**src/hw/i2c_status_pkg.sv**
```systemverilog
package i2c_status_pkg;

  // ****************************************
  // Register map
  // ****************************************
  localparam int unsigned REG_ADDR_W    = 4;
  localparam logic [3:0]  STATUS_OFFSET = 4'h0;
  localparam logic [3:0]  TX_OFFSET     = 4'h4;
  localparam logic [3:0]  RX_OFFSET     = 4'h8;

  // ****************************************
  // Status field positions
  // ****************************************
  localparam int unsigned ACK_RESULT_POS  = 15;
  localparam int unsigned TX_ACTIVE_POS   = 14;
  localparam int unsigned ACK_WINDOW_POS  = 13;
  localparam int unsigned BUS_COLL_POS    = 10;
  localparam int unsigned GEN_CALL_POS    = 9;
  localparam int unsigned TEN_BIT_POS     = 8;
  localparam int unsigned WRITE_COLL_POS  = 7;
  localparam int unsigned RX_OVERFLOW_POS = 6;
  localparam int unsigned DATA_ADDR_POS   = 5;
  localparam int unsigned STOP_SEEN_POS   = 4;
  localparam int unsigned START_SEEN_POS  = 3;
  localparam int unsigned READ_WRITE_POS  = 2;
  localparam int unsigned RX_FULL_POS     = 1;
  localparam int unsigned TX_FULL_POS     = 0;

  // ****************************************
  // Reset values, masks and counts
  // ****************************************
  localparam logic [31:0] STATUS_RESET     = 32'h0000_0000;
  localparam logic [31:0] STATUS_IMPL_MASK = 32'h0000_e7ff;
  localparam logic [7:0]  BYTE_RESET       = 8'h00;
  localparam logic [3:0]  DATA_BITS        = 4'h8;
  localparam logic [3:0]  ACK_BIT_COUNT    = 4'h9;
  localparam logic        LINE_IDLE        = 1'b1;

  // ****************************************
  // Carriers
  // ****************************************
  typedef struct packed {
    logic [REG_ADDR_W-1:0] addr;
    logic [31:0]           wdata;
    logic                  wr;
    logic                  rd;
  } reg_req_t;

  typedef struct packed {
    logic addr_match;
    logic gc_match;
    logic ten_bit_match;
  } addr_event_t;

  typedef struct packed {
    logic start;
    logic stop;
  } bus_cond_t;

endpackage : i2c_status_pkg

```
**src/hw/bus_condition.sv**
```systemverilog
module bus_condition
  import i2c_status_pkg::*;
(
  // Clock and reset
  input  wire logic clk_in,
  input  wire logic rst_b_in,
  // Filtered bus lines
  input  wire logic scl_level_in,
  input  wire logic sda_rise_in,
  input  wire logic sda_fall_in,
  // Detected conditions, one-cycle pulses
  output bus_cond_t cond_out
);

  bus_cond_t next_cond;

  // Data moving while the clock is high marks a frame boundary
  assign next_cond = '{start: scl_level_in & sda_fall_in, stop: scl_level_in & sda_rise_in};

  always_ff @(posedge clk_in) begin
    if (!rst_b_in) begin
      cond_out <= '0;
    end else begin
      cond_out <= next_cond;
    end
  end

endmodule : bus_condition

```
**src/hw/i2c_status_flag_logic.sv**
```systemverilog
// Behaviour
// - In master transmit the acknowledge result flag takes 1 for NACK and 0 for ACK at the end of the acknowledge.
// - The master transmit flag rises when a master transmission begins and falls when the acknowledge ends.
// - In slave mode the acknowledge window flag sets on the 8th falling clock edge, clears on the 9th rising one.
// - The bus collision flag sets on a collision during a master transmission and stays until software clears it.
// - The general call flag sets on a general call address match and clears on a Stop.
// - The ten-bit match flag sets on a match of the second address byte and clears on a Stop.
// - A transmit write while busy is dropped and sets the write collision flag, cleared only by software.
// - A byte completed in slave receive or master receive meeting a full receive register sets the overflow flag, cleared by software.
// - In slave mode the data/address flag clears on an address match and sets on a received data byte.
// - The stop flag reads 1 after a Stop, 0 after a Start or Repeated Start, and software may clear it.
// - The start flag reads 1 after a Start or Repeated Start, 0 after a Stop, and software may clear it.
// - In slave mode the direction flag takes the last address bit: 1 for read, 0 for write.
// - The receive full flag sets when a byte is loaded and clears when software reads the receive register.
// - The transmit full flag sets on a software transmit write and clears when that transmission completes.
// - Status bits 31 to 16 and 12 to 11 always read as zero.
module i2c_status_flag_logic
  import i2c_status_pkg::*;
(
  // Clock and reset
  input  wire logic         clk_in,
  input  wire logic         rst_b_in,
  // Register port
  input  wire reg_req_t     reg_req_in,
  output logic [31:0]       reg_rdata_out,
  // Bus lines, asynchronous
  input  wire logic         serial_clock_line_in,
  input  wire logic         serial_data_line_in,
  // Control sequencer and address matcher
  input  wire logic         master_mode_in,
  input  wire logic         slave_mode_in,
  input  wire logic         master_rx_enable_in,
  input  wire addr_event_t  addr_event_in,
  // Status and data towards the port
  output logic [31:0]       status_out,
  output logic [7:0]        tx_byte_out
);

  // ****************************************
  // Helpers
  // ****************************************
  function automatic logic set_clr(input logic flag, input logic set, input logic clr);
    set_clr = set | (flag & ~clr);
  endfunction : set_clr

  // ****************************************
  // Line sampling
  // ****************************************
  logic      scl;
  logic      scl_rise;
  logic      scl_fall;
  logic      sda;
  logic      sda_rise;
  logic      sda_fall;
  bus_cond_t cond;

  line_sync #(
    .RESET_LEVEL (LINE_IDLE)
  ) u_scl_sync (
    .clk_in    (clk_in),
    .rst_b_in  (rst_b_in),
    .line_in   (serial_clock_line_in),
    .level_out (scl),
    .rise_out  (scl_rise),
    .fall_out  (scl_fall)
  );

  line_sync #(
    .RESET_LEVEL (LINE_IDLE)
  ) u_sda_sync (
    .clk_in    (clk_in),
    .rst_b_in  (rst_b_in),
    .line_in   (serial_data_line_in),
    .level_out (sda),
    .rise_out  (sda_rise),
    .fall_out  (sda_fall)
  );

  bus_condition u_bus_condition (
    .clk_in       (clk_in),
    .rst_b_in     (rst_b_in),
    .scl_level_in (scl),
    .sda_rise_in  (sda_rise),
    .sda_fall_in  (sda_fall),
    .cond_out     (cond)
  );

  // ****************************************
  // State
  // ****************************************
  logic [3:0] bit_cnt;
  logic       first_byte;
  logic       ack_sample;
  logic [7:0] rx_shift_reg;
  logic [7:0] rx_holding_reg;
  logic [7:0] tx_holding_reg;

  logic ack_result_flag;
  logic master_tx_active;
  logic ack_window_flag;
  logic bus_collision_flag;
  logic general_call_seen;
  logic ten_bit_match_flag;
  logic write_collision_flag;
  logic rx_overflow_flag;
  logic data_addr_flag;
  logic stop_seen;
  logic start_seen;
  logic read_write_flag;
  logic rx_full_flag;
  logic tx_full_flag;

  // ****************************************
  // Bit timing decode
  // ****************************************
  logic       byte_done;
  logic       ack_win_set;
  logic       ack_win_clr;
  logic       ack_end;
  logic [7:0] new_byte;
  logic [2:0] tx_bit_idx;
  logic       tx_bit;
  logic       collision;

  assign byte_done   = scl_rise & (bit_cnt == DATA_BITS - 4'h1);
  assign ack_win_set = slave_mode_in & scl_fall & (bit_cnt == DATA_BITS);
  assign ack_win_clr = scl_rise & (bit_cnt == DATA_BITS);
  assign ack_end     = scl_fall & (bit_cnt == ACK_BIT_COUNT);
  assign new_byte    = {rx_shift_reg[6:0], sda};
  assign tx_bit_idx  = 3'h7 - bit_cnt[2:0];
  assign tx_bit      = tx_holding_reg[tx_bit_idx];
  // Released high but read low while we own the data line
  assign collision   = master_tx_active & scl_rise & (bit_cnt < DATA_BITS) & tx_bit & ~sda;

  // ****************************************
  // Register port decode
  // ****************************************
  logic        status_wr;
  logic        tx_write;
  logic        rx_read;
  logic        busy;
  logic        tx_accept;
  logic        wcol_set;
  logic [31:0] clr_mask;

  assign status_wr = reg_req_in.wr & (reg_req_in.addr == STATUS_OFFSET);
  assign tx_write  = reg_req_in.wr & (reg_req_in.addr == TX_OFFSET);
  assign rx_read   = reg_req_in.rd & (reg_req_in.addr == RX_OFFSET);
  assign busy      = tx_full_flag | master_tx_active;
  assign tx_accept = tx_write & ~busy;
  assign wcol_set  = tx_write & busy;
  // Clearable flags are cleared by writing a one to their position
  assign clr_mask  = status_wr ? reg_req_in.wdata : 32'h0000_0000;

  // ****************************************
  // Receive path decode
  // ****************************************
  logic slave_rx;
  logic rx_capture;
  logic rx_load;
  logic overflow_set;
  logic slave_addr_byte;
  logic slave_data_byte;

  assign slave_rx        = slave_mode_in & (first_byte | ~read_write_flag);
  assign rx_capture      = byte_done & (slave_rx | master_rx_enable_in);
  assign rx_load         = rx_capture & ~rx_full_flag;
  assign overflow_set    = rx_capture & rx_full_flag;
  assign slave_addr_byte = slave_mode_in & byte_done & first_byte;
  assign slave_data_byte = slave_mode_in & byte_done & ~first_byte;

  // ****************************************
  // Bit counter and shifter
  // ****************************************
  always_ff @(posedge clk_in) begin
    if (!rst_b_in) begin
      bit_cnt    <= 4'h0;
      first_byte <= 1'b1;
    end else if (cond.start | cond.stop) begin
      bit_cnt    <= 4'h0;
      first_byte <= 1'b1;
    end else if (ack_end) begin
      bit_cnt    <= 4'h0;
      first_byte <= 1'b0;
    end else if (scl_rise && bit_cnt < ACK_BIT_COUNT) begin
      bit_cnt    <= bit_cnt + 4'h1;
    end
  end

  always_ff @(posedge clk_in) begin
    if (!rst_b_in) begin
      rx_shift_reg <= BYTE_RESET;
      ack_sample   <= 1'b0;
    end else if (scl_rise) begin
      if (bit_cnt < DATA_BITS) begin
        rx_shift_reg <= new_byte;
      end
      if (bit_cnt == DATA_BITS) begin
        ack_sample <= sda;
      end
    end
  end

  // ****************************************
  // Holding registers
  // ****************************************
  always_ff @(posedge clk_in) begin
    if (!rst_b_in) begin
      rx_holding_reg <= BYTE_RESET;
      tx_holding_reg <= BYTE_RESET;
    end else begin
      // The previous byte is kept on overflow
      if (rx_load) begin
        rx_holding_reg <= new_byte;
      end
      if (tx_accept) begin
        tx_holding_reg <= reg_req_in.wdata[7:0];
      end
    end
  end

  // ****************************************
  // Transfer flags
  // ****************************************
  always_ff @(posedge clk_in) begin
    if (!rst_b_in) begin
      ack_result_flag  <= 1'b0;
      master_tx_active <= 1'b0;
      tx_full_flag     <= 1'b0;
      rx_full_flag     <= 1'b0;
      read_write_flag  <= 1'b0;
      data_addr_flag   <= 1'b0;
    end else begin
      if (ack_end && master_tx_active) begin
        ack_result_flag <= ack_sample;
      end
      master_tx_active <= set_clr(master_tx_active, tx_accept & master_mode_in, ack_end);
      tx_full_flag     <= set_clr(tx_full_flag, tx_accept, ack_end);
      rx_full_flag     <= set_clr(rx_full_flag, rx_load, rx_read);
      if (slave_addr_byte) begin
        read_write_flag <= sda;
      end
      // An address match outranks a data byte finishing in the same cycle
      if (addr_event_in.addr_match) begin
        data_addr_flag <= 1'b0;
      end else if (slave_data_byte) begin
        data_addr_flag <= 1'b1;
      end
    end
  end

  // ****************************************
  // Event flags
  // ****************************************
  always_ff @(posedge clk_in) begin
    if (!rst_b_in) begin
      ack_window_flag      <= 1'b0;
      bus_collision_flag   <= 1'b0;
      general_call_seen    <= 1'b0;
      ten_bit_match_flag   <= 1'b0;
      write_collision_flag <= 1'b0;
      rx_overflow_flag     <= 1'b0;
      stop_seen            <= 1'b0;
      start_seen           <= 1'b0;
    end else begin
      ack_window_flag      <= set_clr(ack_window_flag, ack_win_set,
                                      ack_win_clr | clr_mask[ACK_WINDOW_POS]);
      bus_collision_flag   <= set_clr(bus_collision_flag, collision, clr_mask[BUS_COLL_POS]);
      general_call_seen    <= set_clr(general_call_seen, addr_event_in.gc_match, cond.stop);
      ten_bit_match_flag   <= set_clr(ten_bit_match_flag, addr_event_in.ten_bit_match, cond.stop);
      write_collision_flag <= set_clr(write_collision_flag, wcol_set, clr_mask[WRITE_COLL_POS]);
      rx_overflow_flag     <= set_clr(rx_overflow_flag, overflow_set, clr_mask[RX_OVERFLOW_POS]);
      stop_seen            <= set_clr(stop_seen, cond.stop, cond.start | clr_mask[STOP_SEEN_POS]);
      start_seen           <= set_clr(start_seen, cond.start, cond.stop | clr_mask[START_SEEN_POS]);
    end
  end

  // ****************************************
  // Status word and read port
  // ****************************************
  logic [31:0] status_word;
  logic [31:0] next_rdata;

  // Unlisted positions stay zero
  always_comb begin
    status_word                  = STATUS_RESET;
    status_word[ACK_RESULT_POS]  = ack_result_flag;
    status_word[TX_ACTIVE_POS]   = master_tx_active;
    status_word[ACK_WINDOW_POS]  = ack_window_flag;
    status_word[BUS_COLL_POS]    = bus_collision_flag;
    status_word[GEN_CALL_POS]    = general_call_seen;
    status_word[TEN_BIT_POS]     = ten_bit_match_flag;
    status_word[WRITE_COLL_POS]  = write_collision_flag;
    status_word[RX_OVERFLOW_POS] = rx_overflow_flag;
    status_word[DATA_ADDR_POS]   = data_addr_flag;
    status_word[STOP_SEEN_POS]   = stop_seen;
    status_word[START_SEEN_POS]  = start_seen;
    status_word[READ_WRITE_POS]  = read_write_flag;
    status_word[RX_FULL_POS]     = rx_full_flag;
    status_word[TX_FULL_POS]     = tx_full_flag;
  end

  assign next_rdata = !reg_req_in.rd                   ? 32'h0000_0000 :
                      (reg_req_in.addr == STATUS_OFFSET) ? status_word :
                      (reg_req_in.addr == RX_OFFSET)     ? {24'h00_0000, rx_holding_reg} :
                      (reg_req_in.addr == TX_OFFSET)     ? {24'h00_0000, tx_holding_reg} :
                                                          32'h0000_0000;

  always_ff @(posedge clk_in) begin
    if (!rst_b_in) begin
      reg_rdata_out <= 32'h0000_0000;
      status_out    <= STATUS_RESET;
      tx_byte_out   <= BYTE_RESET;
    end else begin
      reg_rdata_out <= next_rdata;
      status_out    <= status_word;
      tx_byte_out   <= tx_holding_reg;
    end
  end

  // ****************************************
  // Checks
  // ****************************************
  ack_result_upd_a: assert property (@(posedge clk_in) disable iff (!rst_b_in)
    (ack_end && master_tx_active) |=> (ack_result_flag == $past(ack_sample)))
    else $error("acknowledge result not taken at end of acknowledge");

  tx_active_span_a: assert property (@(posedge clk_in) disable iff (!rst_b_in)
    ((tx_accept && master_mode_in) || (master_tx_active && !ack_end)) |=> master_tx_active)
    else $error("master transmit flag dropped before acknowledge end");

  tx_active_end_a: assert property (@(posedge clk_in) disable iff (!rst_b_in)
    (ack_end && !(tx_accept && master_mode_in)) |=> !master_tx_active)
    else $error("master transmit flag held past acknowledge end");

  ack_window_set_a: assert property (@(posedge clk_in) disable iff (!rst_b_in)
    ack_win_set |=> ack_window_flag)
    else $error("acknowledge window not opened on eighth falling edge");

  ack_window_clr_a: assert property (@(posedge clk_in) disable iff (!rst_b_in)
    ack_win_clr |=> !ack_window_flag)
    else $error("acknowledge window not closed on ninth rising edge");

  collision_sticky_a: assert property (@(posedge clk_in) disable iff (!rst_b_in)
    (bus_collision_flag && !clr_mask[BUS_COLL_POS]) |=> bus_collision_flag)
    else $error("bus collision flag lost without software clear");

  general_call_a: assert property (@(posedge clk_in) disable iff (!rst_b_in)
    (cond.stop && !addr_event_in.gc_match) |=> !general_call_seen)
    else $error("general call flag survived a stop");

  ten_bit_a: assert property (@(posedge clk_in) disable iff (!rst_b_in)
    addr_event_in.ten_bit_match |=> ten_bit_match_flag)
    else $error("ten-bit match flag not set");

  write_coll_a: assert property (@(posedge clk_in) disable iff (!rst_b_in)
    wcol_set |=> (write_collision_flag && tx_holding_reg == $past(tx_holding_reg)))
    else $error("busy transmit write not refused");

  rx_overflow_a: assert property (@(posedge clk_in) disable iff (!rst_b_in)
    overflow_set |=> (rx_overflow_flag && rx_holding_reg == $past(rx_holding_reg)))
    else $error("overflow not flagged or held byte overwritten");

  data_addr_a: assert property (@(posedge clk_in) disable iff (!rst_b_in)
    addr_event_in.addr_match |=> !data_addr_flag)
    else $error("data/address flag not cleared on address match");

  stop_start_a: assert property (@(posedge clk_in) disable iff (!rst_b_in)
    cond.stop |=> (stop_seen && !start_seen))
    else $error("stop condition not reflected in flags");

  start_stop_a: assert property (@(posedge clk_in) disable iff (!rst_b_in)
    cond.start |=> (start_seen && !stop_seen))
    else $error("start condition not reflected in flags");

  direction_a: assert property (@(posedge clk_in) disable iff (!rst_b_in)
    slave_addr_byte |=> (read_write_flag == $past(sda)))
    else $error("direction flag not taken from address byte");

  rx_full_read_a: assert property (@(posedge clk_in) disable iff (!rst_b_in)
    (rx_read && !rx_load) |=> !rx_full_flag)
    else $error("receive full flag not cleared by read");

  tx_full_a: assert property (@(posedge clk_in) disable iff (!rst_b_in)
    tx_accept |=> (tx_full_flag && tx_holding_reg == $past(reg_req_in.wdata[7:0])))
    else $error("transmit full flag not set on write");

  unimplemented_a: assert property (@(posedge clk_in) disable iff (!rst_b_in)
    (status_out & ~STATUS_IMPL_MASK) == 32'h0000_0000)
    else $error("unimplemented status bits read nonzero");

endmodule : i2c_status_flag_logic

```
**src/hw/line_sync.sv**
```systemverilog
module line_sync
  import i2c_status_pkg::*;
#(
  parameter logic RESET_LEVEL = LINE_IDLE
) (
  // Clock and reset
  input  wire logic clk_in,
  input  wire logic rst_b_in,
  // Asynchronous line
  input  wire logic line_in,
  // Filtered level and edges
  output logic      level_out,
  output logic      rise_out,
  output logic      fall_out
);

  logic [2:0] stages;
  logic       agree;
  logic       next_level;

  // A change counts only once the second and third stages agree
  assign agree      = (stages[1] == stages[2]);
  assign next_level = agree ? stages[2] : level_out;

  always_ff @(posedge clk_in) begin
    if (!rst_b_in) begin
      stages    <= {3{RESET_LEVEL}};
      level_out <= RESET_LEVEL;
      rise_out  <= 1'b0;
      fall_out  <= 1'b0;
    end else begin
      stages    <= {stages[1:0], line_in};
      level_out <= next_level;
      rise_out  <= next_level & ~level_out;
      fall_out  <= ~next_level & level_out;
    end
  end

endmodule : line_sync
```
**config.mk**
```make
export PLATFORM = sky130hd
export DESIGN_NAME = i2c_status_flag_logic
export DESIGN_NICKNAME = d
export VERILOG_FILES = /design/src/hw/i2c_status_pkg.sv /design/src/hw/bus_condition.sv /design/src/hw/i2c_status_flag_logic.sv /design/src/hw/line_sync.sv
export SDC_FILE = /design/constraint.sdc
export NUM_CORES = 1
export LEC_CHECK = 0
export ABC_AREA = 1
export ABC_CLOCK_PERIOD_IN_PS = 3100
export BUFFER_PORTS_ARGS = -buffer_cell sky130_fd_sc_hd__buf_2
export CORE_MARGIN = 3
export CORE_UTILIZATION = 54
export CTS_CLUSTER_SIZE = 28
export DETAILED_ROUTE_END_ITERATION = 8
export GPL_ROUTABILITY_DRIVEN = 0
export PLACE_DENSITY = 0.88
export SLEW_MARGIN = 30
export SYNTH_ARGS = -nofsm -noshare
export SYNTH_HDL_FRONTEND = slang
export SYNTH_HIERARCHICAL = 1
export SYNTH_SLANG_ARGS = --single-unit
```
**constraint.sdc**
```tcl
create_clock -name clk_in -period 3.1 [get_ports clk_in]
set_input_delay 0.31 -clock clk_in [delete_from_list [all_inputs] [get_ports clk_in]]
set_output_delay 0.31 -clock clk_in [all_outputs]
set_load 0.005 [all_outputs]
```
; Word-level counts from Yosys, hierarchy flattened
; Cells that the tools add are included.
[totals]
inputBits = 48
ff_bits = 129
wordCells = 141
output_inout_bits = 72
[op_classes]
n_lt_le_gt_ge = 3
n_eq_ne = 7
muxes = 8
bitwise = 76
n_reduce_logical = 10
addsub = 2
[op_table]
columns = operator, n
row1 = 1-bit bitwise AND, 39
row2 = 1-bit NOT, 19
row3 = 1-bit bitwise OR, 18
row4 = 16-bit 2-to-1 mux, 1
row5 = 8-bit 2-to-1 mux, 2
row6 = 14-bit 2-to-1 mux, 1
row7 = 4-bit == test (second input constant), 3
row8 = 4-bit by 3-bit == test with 1-bit output (second input constant), 2
row9 = 4-bit less-than comparator (second input constant), 2
row10 = 2-bit AND reduction, 3
row11 = 4-bit by 1-bit adder with 4-bit output (second input constant), 1
row12 = 4-bit zero test, 1
row13 = 3-bit by 4-bit less-than comparator with 1-bit output (second input constant), 1
row14 = 2-bit OR reduction, 2
row15 = 4-bit OR reduction, 1
row16 = 1-bit binary-select mux with 3-bit select, 1
row17 = 1-bit 2-to-1 mux, 3
row18 = 3-bit OR reduction, 1
row19 = 3-bit subtractor (first input constant), 1
row20 = 1-bit == test, 2
row21 = 1-bit logical AND, 2

; Depth between registers and ports, before layout
; Gate-level depths: netlist of the first run.
[depth]
word_depth = 7
depth_mapped = 9
depth_no_buf = 8

; By module
; The synthesis of the first run kept the hierarchy.
[by_module_without_submodules]
columns = module, area_each_um2, cells_each, seq_area_each_um2, n_inst
row1 = i2c_status_flag_logic, 3377.0, 443, 1581.5, 1
row2 = line_sync, 187.7, 22, 120.1, 2
row3 = bus_condition, 58.8, 7, 40.0, 1

; Least setup slack after synthesis of the first run
; OpenSTA, ideal clock, no wires.
[synth_timing]
path_type = flip-flop to flip-flop
start = register bit_cnt[1]
end = register rx_holding_reg[1]
setup_ns = 0.110
required_ns = 2.990
stages_incl_launch_ff = 8
synth_period_minus_slack_ns = 1.286
t_arrival_ns = 1.177
path_buffers = 1
setup_slack_ns = 1.814
path_cell_list = dfxtp_1 ha_1 nand2_1 nor2_8 buf_6 nand4_1 nand2_1 nor2_1
[synth_via]
elab_chain_len = 4
[synth_lines]
columns = item, line_no
row1 = start: declaration, i2c_status_flag_logic.sv:91  ; logic [3:0] bit_cnt;
row2 = start signal: assignment, i2c_status_flag_logic.sv:186  ; bit_cnt <= bit_cnt + 4'h1;
row3 = 4-bit by 3-bit == test with 1-bit output, i2c_status_flag_logic.sv:125  ; assign byte_done = scl_rise & (bit_cnt == DATA_BITS - 4'h1);
row4 = 1-bit bitwise AND, i2c_status_flag_logic.sv:125
row5 = 1-bit bitwise AND, i2c_status_flag_logic.sv:166  ; assign rx_capture = byte_done & (slave_rx | master_rx_enable_in);
row6 = 1-bit bitwise AND, i2c_status_flag_logic.sv:167  ; assign rx_load = rx_capture & ~rx_full_flag;
row7 = end signal: assignment, i2c_status_flag_logic.sv:214  ; rx_holding_reg <= new_byte;
row8 = end: declaration, i2c_status_flag_logic.sv:95  ; logic [7:0] rx_holding_reg;
; No other way between the ends.
; A chain may end at the register's enable or synchronous reset.

; Worst setup path after layout of the first run
[layout_timing]
start = register bit_cnt[0]
end = register rx_holding_reg[0]
; The elaborated chain is that of the path after synthesis.

==> results of run 1 <==
[power by group]
| part | switching [mW] | total [mW] | internal, mW | leakage (nW) |
|---|---|---|---|---|
| registers | 0.00671 | 1.21 | 1.21 | 0.752 |
| logic | 0.0662 | 0.0954 | 0.0292 | 1.40 |
| clock network | 0.415 | 0.873 | 0.458 | 0.110 |
[critical path, cell delays in order (launching register included)]
cell and delay, ps:
dfxtp_1 530, ha_1 240, nand2_1 130, nor2_8 260, nand3_4 150, nand2_1 90, inv_1 40, nor2_1 90
[cells in the final DEF (no fill, tap or decap)]
master / n
clkinvlp_4: 1
clkbuf_8: 9
o21a_1: 1
conb_1: 36
inv_2: 4
o21ai_1: 1
nor2_4: 1
clkinv_2: 1
bufinv_16: 2
nand3_4: 1
nand2_4: 1
nand3_1: 29
nor2_1: 35
inv_6: 1
inv_1: 86
buf_2: 61
nor2_2: 1
o211ai_1: 1
nand4_1: 21
nand2_2: 2
o21ai_0: 17
clkinv_1: 2
dfxtp_1: 93
nor3_1: 3
o22ai_1: 1
ha_1: 4
nor2_8: 1
nand2_1: 110
clkinv_4: 2
buf_4: 2
a32oi_1: 1
nand4_4: 1
or2_1: 4
a21oi_1: 24
[synth_stat cells]
| master | count | share of area [%] |
|---|---|---|
| a21oi_1 | 24 | 3.2 |
| a32oi_1 | 1 | 0.23 |
| buf_2 | 6 | 0.79 |
| buf_4 | 37 | 7.3 |
| buf_6 | 3 | 0.89 |
| clkbuf_1 | 2 | 0.20 |
| clkinv_1 | 2 | 0.20 |
| conb_1 | 1 | 0.098 |
| dfxtp_1 | 93 | 49 |
| ha_1 | 4 | 1.3 |
| inv_1 | 86 | 8.5 |
| inv_2 | 4 | 0.39 |
| nand2_1 | 110 | 11 |
| nand2_2 | 2 | 0.33 |
| nand2_4 | 1 | 0.30 |
| nand3_1 | 29 | 3.8 |
| nand3_4 | 1 | 0.46 |
| nand4_1 | 21 | 3.4 |
| nand4_4 | 1 | 0.56 |
| nor2_1 | 35 | 3.4 |
| nor2_2 | 1 | 0.16 |
| nor2_4 | 1 | 0.30 |
| nor2_8 | 1 | 0.53 |
| nor3_1 | 3 | 0.39 |
| o211ai_1 | 1 | 0.20 |
| o21a_1 | 1 | 0.20 |
| o21ai_0 | 17 | 2.2 |
| o21ai_1 | 1 | 0.13 |
| o22ai_1 | 1 | 0.16 |
| or2_1 | 4 | 0.66 |
[per-layer routing]
metal / wire [um] / GRT usage [%]
met5: 0 / 0
met1: 3182 / 22.83
met2: 3624 / 30.86
met3: 685 / 6.260
met4: 259 / 8.546
[path summary, 6_finish.rpt]
kind	startpoint	cells after the start	end
max reg2reg	bit_cnt[0]$_SDFFE_PP0P_	7	rx_holding_reg[0]$_SDFFE_PN0P_
max	bit_cnt[0]$_SDFFE_PP0P_	7	rx_holding_reg[0]$_SDFFE_PN0P_
min reg2reg	u_scl_sync/stages[0]$_SDFF_PN1_	1	u_scl_sync/stages[1]$_SDFF_PN1_
min	serial_clock_line_in	2	u_scl_sync/stages[0]$_SDFF_PN1_
[final cells by class]
class                      instances  area, sq um  share of cell area, %
clock buffer                       9        123.9                  2.913
inverter                          92        345.3                  8.120
tap                               93        116.4                  2.736
timing repair buffer              63        320.3                  7.532
sequential                        93         1862                  43.78
multi-input combinational        296         1386                  32.60
clock inverter                     7        98.84                  2.324
[cell families (layout without fill, tap and decap cells)]
| family | count (synthesis) | after routing | synth area share [%] |
|---|---|---|---|
| and+or+nand+nor | 210 | 210 | 25.21 |
| buffers and inverters | 140 | 171 | 18.22 |
| DFF | 93 | 93 | 48.85 |
| AOI/OAI and AO/OA | 46 | 46 | 6.304 |
| adders and majority gates | 4 | 4 | 1.313 |
| other | 1 | 36 | 0.09840 |
[stage by stage]
step                power [mW]  utilization, %  cells
finish                   2.181           64.40    653
global route             2.258           64.40    653
CTS                      2.197           64.40    653
detailed placement       1.334           61.03    637
global placement         1.331           61.03    637
floorplan                1.333               -    529
==> results.toml, run 1 <==
[floorplanning]
die-area_sq_um = 8102
die_width_um = 90.01
die_height_um = 90.01
io_pins = 120
core.rowCount = 29
core_sq_um = 6604
start_util_pct = 57.71

[sta]
min_period_over_period_pct = 52.11
rsz0062_at_grt = "false"
fin_hold_ws_ps = 124.5
fin_tns_setup_ps = 0
hold_viol = 0
post-route-min-period_ps = 1615
slew_viol_final = 0
fin_worst_skew_ps = 9.732
fmax_mhz = 619.0
setup_viol = 0
setup_slack_ps = 1485

[clock_network]
cts_tree = "built"
clkSinkCount = 93
cts.clk_slew.worst_paths_ps = 90
clock_latency_ps = 360
post_cts_buffers = 0
cts.hold.buffers_added = 0
cts_htree_levels = 3
cts_root_buffer = "clkbuf_8"
numCtsBuffers = 9
cts_buffer_depth = 2
cts-resized-gates = 0

[cells_and_area]
top_regs = "reg_rdata_out x14, status_out x14"
design_area_sq_um = 4253
drive_gt1_share_pct = 16.25
nNetsFinal = 607
diodes = 0
synthToLayoutAreaGrowth_pct = 11.59
fillers = 530

[synth]
ys_ff_latch = 93
postSynthCellCount = 494
avgSynthCellArea_sq_um = 7.715
yosysWarnings = 6
synth_cell_types = 30
synth_area_sq_um = 3811
yosysSeqAreaShare_pct = 48.85

[routing]
detail-route-antenna-nets = 0
vias_per_cell = 4.861
dr.pass1.iters = 5
drt_iter0_markers = 284
drc_errors = 0
drt-total-wl_um = 7751
avgRoutedWirePerCell_um = 11.87
vias = 3174

[status]
outcome = "finished clean"

[critical_path]
crit_path_end_kind = "register"
arrival_ps = 1920
cp.required_ps = 3400
critPathLaunchType = "register"
path_class = "register to register"
reg2reg_slack_ps = 1480
crit_fanout = 14

[place]
io_buffer_count = 61
dp_slack_ps = 1394
postPlaceCellArea_sq_um = 4030
hpwl_um = 5751

[worst_hold_path]
min_path_type = "primary input to register"

[pwr]
power_leakage_nw = 2.265
ir_drop_uv = 447.7
pwr_density_cell_nw_per_um2 = 512.8

[global_route]
grt_max_degree = 29
grt_antenna_before_repair = 0
grt_usage_pct = 18.98
grt_remaining_overflow = 0
grt_pass1_wl_um = 12590
first_global_vias = 2837

[flow_run]
drv_cap = 0
No activity file was read; power rests on OpenSTA's default activity.
==> run 2: changes to the inputs <==
ABC_CLOCK_PERIOD_IN_PS = 1400   (was 3100)
CORE_UTILIZATION = 46   (was 54)
PLACE_DENSITY = 0.8   (was 0.88)
clock period = 1.4 ns   (was 3.1 ns; I/O delays follow)
==> results.toml, run 2 (synthesis results as in run 1) <==
[status]
outcome = "finished clean"

[critical_path]
reg2reg_slack_ps = 70
crit_path_end = "ack_result_flag$_SDFFE_PN0P_"
timing.rr.start = "bit_cnt[1]$_SDFFE_PP0P_"
path_class = "register to register"
r2r_cells = 6
setup.worst_path.start = "bit_cnt[1]$_SDFFE_PP0P_"
path_cells = "inv_1 -> ha_1 -> nand2_1 -> nor2_2 -> nand2_1 -> a32oi_1"
max_stage_delay_ps = 370
cp.required_ps = 1680
critPathSlowestCell = "dfxtp_4"
crit_path_end_kind = "register"
r2r-end = "ack_result_flag$_SDFFE_PN0P_"
crit_fanout = 5
critPathLaunchType = "register"
worst_path_most_repeated_cell = "nand2_1"
arrival_ps = 1620

[floorplanning]
start_util_pct = 48.32
core_sq_um = 7888
die_height_um = 97.02
core.rowCount = 32
die-area_sq_um = 9413
die_width_um = 97.02
io_pins = 120

[routing]
vias_per_cell = 4.641
vias = 3165
detail-route-antenna-nets = 0
avgRoutedWirePerCell_um = 11.61
drc_errors = 0
drt_iter0_markers = 186
drt-total-wl_um = 7919
dr.pass1.iters = 4

[clock_network]
cts_tree = "built"
cts.clk_slew.worst_paths_ps = 90
clock_latency_ps = 360
cts_root_buffer = "clkbuf_8"
numCtsBuffers = 9
clkSinkCount = 93
cts_htree_levels = 3
cts_buffer_depth = 2

[cells_and_area]
design_area_sq_um = 4476
final_cell_mix = "nand2_1 (109), dfxtp_1 (91), inv_1 (86), buf_2 (61), conb_1 (36)"
diodes = 0
fillers = 689
multi_input_area_sq_um = 1410
nNetsFinal = 627
drive_gt1_share_pct = 19.48
synthToLayoutAreaGrowth_pct = 17.43
top_regs = "reg_rdata_out x14, status_out x14"
fin_util_pct = 56.74
final_common_cell = "nand2_1"
regArea_sq_um = 1867

[sta]
post-route-min-period_ps = 1332
hold_viol = 0
fin_worst_skew_ps = 12.75
slew_viol_final = 0
min_period_over_period_pct = 95.17
fin_hold_ws_ps = 28.11
fmax_mhz = 750.6
setup_viol = 0

[global_route]
grt_max_degree = 24
grt_usage_pct = 16.62
grt_remaining_overflow = 0
grt_antenna_before_repair = 0
grt_pass1_wl_um = 12910
first_global_vias = 2886

[worst_hold_path]
holdPathStages = 3
min_path_type = "primary input to register"

[pwr]
ir_drop_uv = 710.4
power_leakage_nw = 2.372
pwr_density_cell_nw_per_um2 = 1135

[flow_run]
drv_cap = 0

[place]
io_buffer_count = 61
postPlaceCellArea_sq_um = 4131
hpwl_um = 5869
[run 2: changes by cell type in the layout (fill, tap and decap cells not counted), sizes merged]
cell and change:
buf +15, bufinv +1, clkbuf +1, clkinv -3, dlygate4sd3 +4, inv +1, nor2 +1
[run 2: worst min path at each step]
stage	startpoint	to	slack, ps
after detailed placement	serial_clock_line_in	u_scl_sync/stages[0]$_SDFF_PN1_	330
after global routing	addr_event_in[2]	data_addr_flag$_SDFFE_PP0P_	20
final	reg_req_in[7]	tx_holding_reg[5]$_SDFFE_PN0P_	30
after floorplan	rst_b_in	u_scl_sync/level_out$_SDFF_PN1_	210
after CTS	reg_req_in[3]	tx_holding_reg[1]$_SDFFE_PN0P_	20
after global placement	serial_clock_line_in	u_scl_sync/stages[0]$_SDFF_PN1_	320
[run 2: what timing repair did]
| item | 4_1_cts | 5_1_grt |
|---|---|---|
| pin swaps | 1 | 1 |
| hold endpoints to repair | 4 | 0 |
| cloned | 0 | 1 |
| buffers inserted | 0 | 3 |
| gates resized for setup | 1 | 6 |
| hold buffers | 4 | 0 |
| setup endpoints to repair | 2 | 21 |
[run 2: critical path, delay by kind of cell, from the launching register on]
| kind | cells | cell delay, ps |
|---|---|---|
| flops | 1 | 370 |
| simple gates | 3 | 400 |
| buf+inv | 1 | 160 |
| compound gates | 1 | 160 |
| fa+ha+maj | 1 | 180 |
[run 2: report_power, final]
part	total [mW]	switching, mW	internal [mW]
Combinational	0.233	0.151	0.0815
Clock	2.16	0.918	1.25
Sequential	2.68	0.0146	2.67
Total	5.08	1.08	4.00
[run 2: layout make-up]
class | count | area share (%)
Timing Repair Buffer | 82 | 10.57
Clock buffer | 10 | 3.075
Clock inverter | 6 | 2.572
Sequential cell | 93 | 41.71
Tap cell | 102 | 2.852
Multi-Input combinational cell | 297 | 31.51
Inverter | 92 | 7.716
[run 2: per-stage QoR]
stage	instances	TNS (ps)	power (mW)	setup WS, ps
6_report	682	0	5.081	67.66
4_1_cts	678	0	5.112	7.424
3_5_place_dp	658	-0.8166	2.965	-0.8166
3_3_place_gp	658	0	2.959	51.50
5_1_grt	682	-24.44	5.259	-24.44
2_1_floorplan	529	0	2.951	113.6
[run 2: layer usage]
metal	global-route usage [%]	part of all wire (%)	vias up
met2	26.11	46	138
met1	20.86	43	1392
met3	6.200	8.4	19
li1	-	-	1616
met5	0	0	-
met4	6.048	2.6	0
==> run 3: changes to the inputs <==
ABC_CLOCK_PERIOD_IN_PS = 1450   (was 1400)
CORE_UTILIZATION = 51   (was 46)
PLACE_DENSITY = 0.84   (was 0.8)
clock period = 1.45 ns   (was 1.4 ns; I/O delays follow)
==> results.toml, run 3 (synthesis results as in run 1) <==
[flow_run]
drv_cap = 0

[global_route]
grt_remaining_overflow = 0
grt_antenna_before_repair = 0
grt_pass1_wl_um = 12770
grt_usage_pct = 18.75
first_global_vias = 2888
grt_max_degree = 30

[sta]
rsz0062_at_grt = "false"
fin_hold_ws_ps = 11.05
post-route-min-period_ps = 1345
fin_tns_setup_ps = 0
hold_viol = 0
setup_viol = 0
fmax_mhz = 743.2
slew_viol_final = 0
min_period_over_period_pct = 92.79
fin_worst_skew_ps = 20.63

[floorplanning]
core.rowCount = 30
die-area_sq_um = 8546
io_pins = 120
die_height_um = 92.45
core_sq_um = 7019
start_util_pct = 54.30
die_width_um = 92.45

[cells_and_area]
final_cell_mix = "nand2_1 (109), dfxtp_1 (92), inv_1 (86), buf_2 (61), conb_1 (36)"
nNetsFinal = 624
fin_cells = 673
final_common_cell = "nand2_1"
top_regs = "reg_rdata_out x14, status_out x14"
diodes = 0
drive_gt1_share_pct = 18.54
synthToLayoutAreaGrowth_pct = 16.48
fillers = 588

[pwr]
power_leakage_nw = 2.365
ir_drop_uv = 629.5
pwr_density_cell_nw_per_um2 = 1102

[routing]
vias = 3139
drt_iter0_markers = 226
drc_errors = 0
detail-route-antenna-nets = 0
dr.pass1.iters = 4
vias_per_cell = 4.664
drt-total-wl_um = 7945
avgRoutedWirePerCell_um = 11.81

[critical_path]
arrival_ps = 1620
crit_path_end_kind = "register"
crit_fanout = 5
path_class = "register to register"
cp.required_ps = 1730
critPathLaunchType = "register"

[place]
dp.cells = 648
io_buffer_count = 61
hpwl_um = 5863

[status]
outcome = "finished clean"

[clock_network]
clock_latency_ps = 370
cts_root_buffer = "clkbuf_8"
clkSinkCount = 93
cts.clk_slew.worst_paths_ps = 90
numCtsBuffers = 9
cts_tree = "built"
cts_buffer_depth = 2
cts_htree_levels = 3

[worst_hold_path]
min_path_type = "primary input to register"
-- run 3: power breakdown --
group	internal (mW)	total [mW]	leakage, nW	switching (mW)
Combinational	0.0778	0.225	1.49	0.147
Clock	1.16	2.07	0.124	0.917
Sequential	2.58	2.59	0.752	0.0140
Total	3.81	4.89	2.37	1.08
-- run 3: stage by stage --
stage | utilization, % | total power [mW] | worst slack, ps | area (sq um)
finish | 63.24 | 4.890 | 104.5 | 4439
global route | 63.24 | 5.057 | 15.94 | 4439
CTS | 62.57 | 4.911 | 24.91 | 4392
detailed placement | 58.50 | 2.863 | 53.02 | 4106
global placement | 58.50 | 2.858 | 105.0 | 4106
floorplan | - | 2.850 | 163.6 | 3943
-- run 3: final timing paths --
kind	from	endpoint	slack (ps)	cells past startpoint
worst max register to register	bit_cnt[0]$_SDFFE_PP0P_	rx_holding_reg[2]$_SDFFE_PN0P_	100	7
worst min register to register	u_scl_sync/stages[0]$_SDFF_PN1_	u_scl_sync/stages[1]$_SDFF_PN1_	420	1
worst max-delay path	bit_cnt[0]$_SDFFE_PP0P_	rx_holding_reg[2]$_SDFFE_PN0P_	100	7
worst min-delay path	reg_req_in[2]	tx_holding_reg[0]$_SDFFE_PN0P_	10	3
-- run 3: layout make-up --
cell class	instances	area (sq um)	share of cell area [%]
timing repair buffer	79	462.9	10.43
clock buffer	9	123.9	2.790
tap	96	120.1	2.706
sequential	93	1863	41.97
clock inverter	7	121.4	2.734
inverter	92	345.3	7.779
multi-input combinational	297	1403	31.60
-- run 3: critical path, cell delays in order (launching register included) --
cell and delay [ps]:
dfxtp_1 390, ha_1 210, nand2_2 130, nor2_8 160, buf_4 140, nand4_1 100
nand2_1 90, nor2_1 40
-- run 3: what timing repair did --
| action | in CTS | in global routing |
|---|---|---|
| resized for setup | 0 | 3 |
| hold buffers | 4 | 0 |
| buffers inserted | 0 | 4 |
| endpoints found under the hold margin | 4 | 0 |
| setup endpoints to repair | 0 | 14 |
-- run 3: routing by layer --
metal	track usage, %	share of wire [%]	up-vias
met5	0	0	-
met4	8.416	2.4	0
met3	6.174	7.2	21
met2	30.63	48	112
met1	22.39	43	1398
li1	-	-	1608
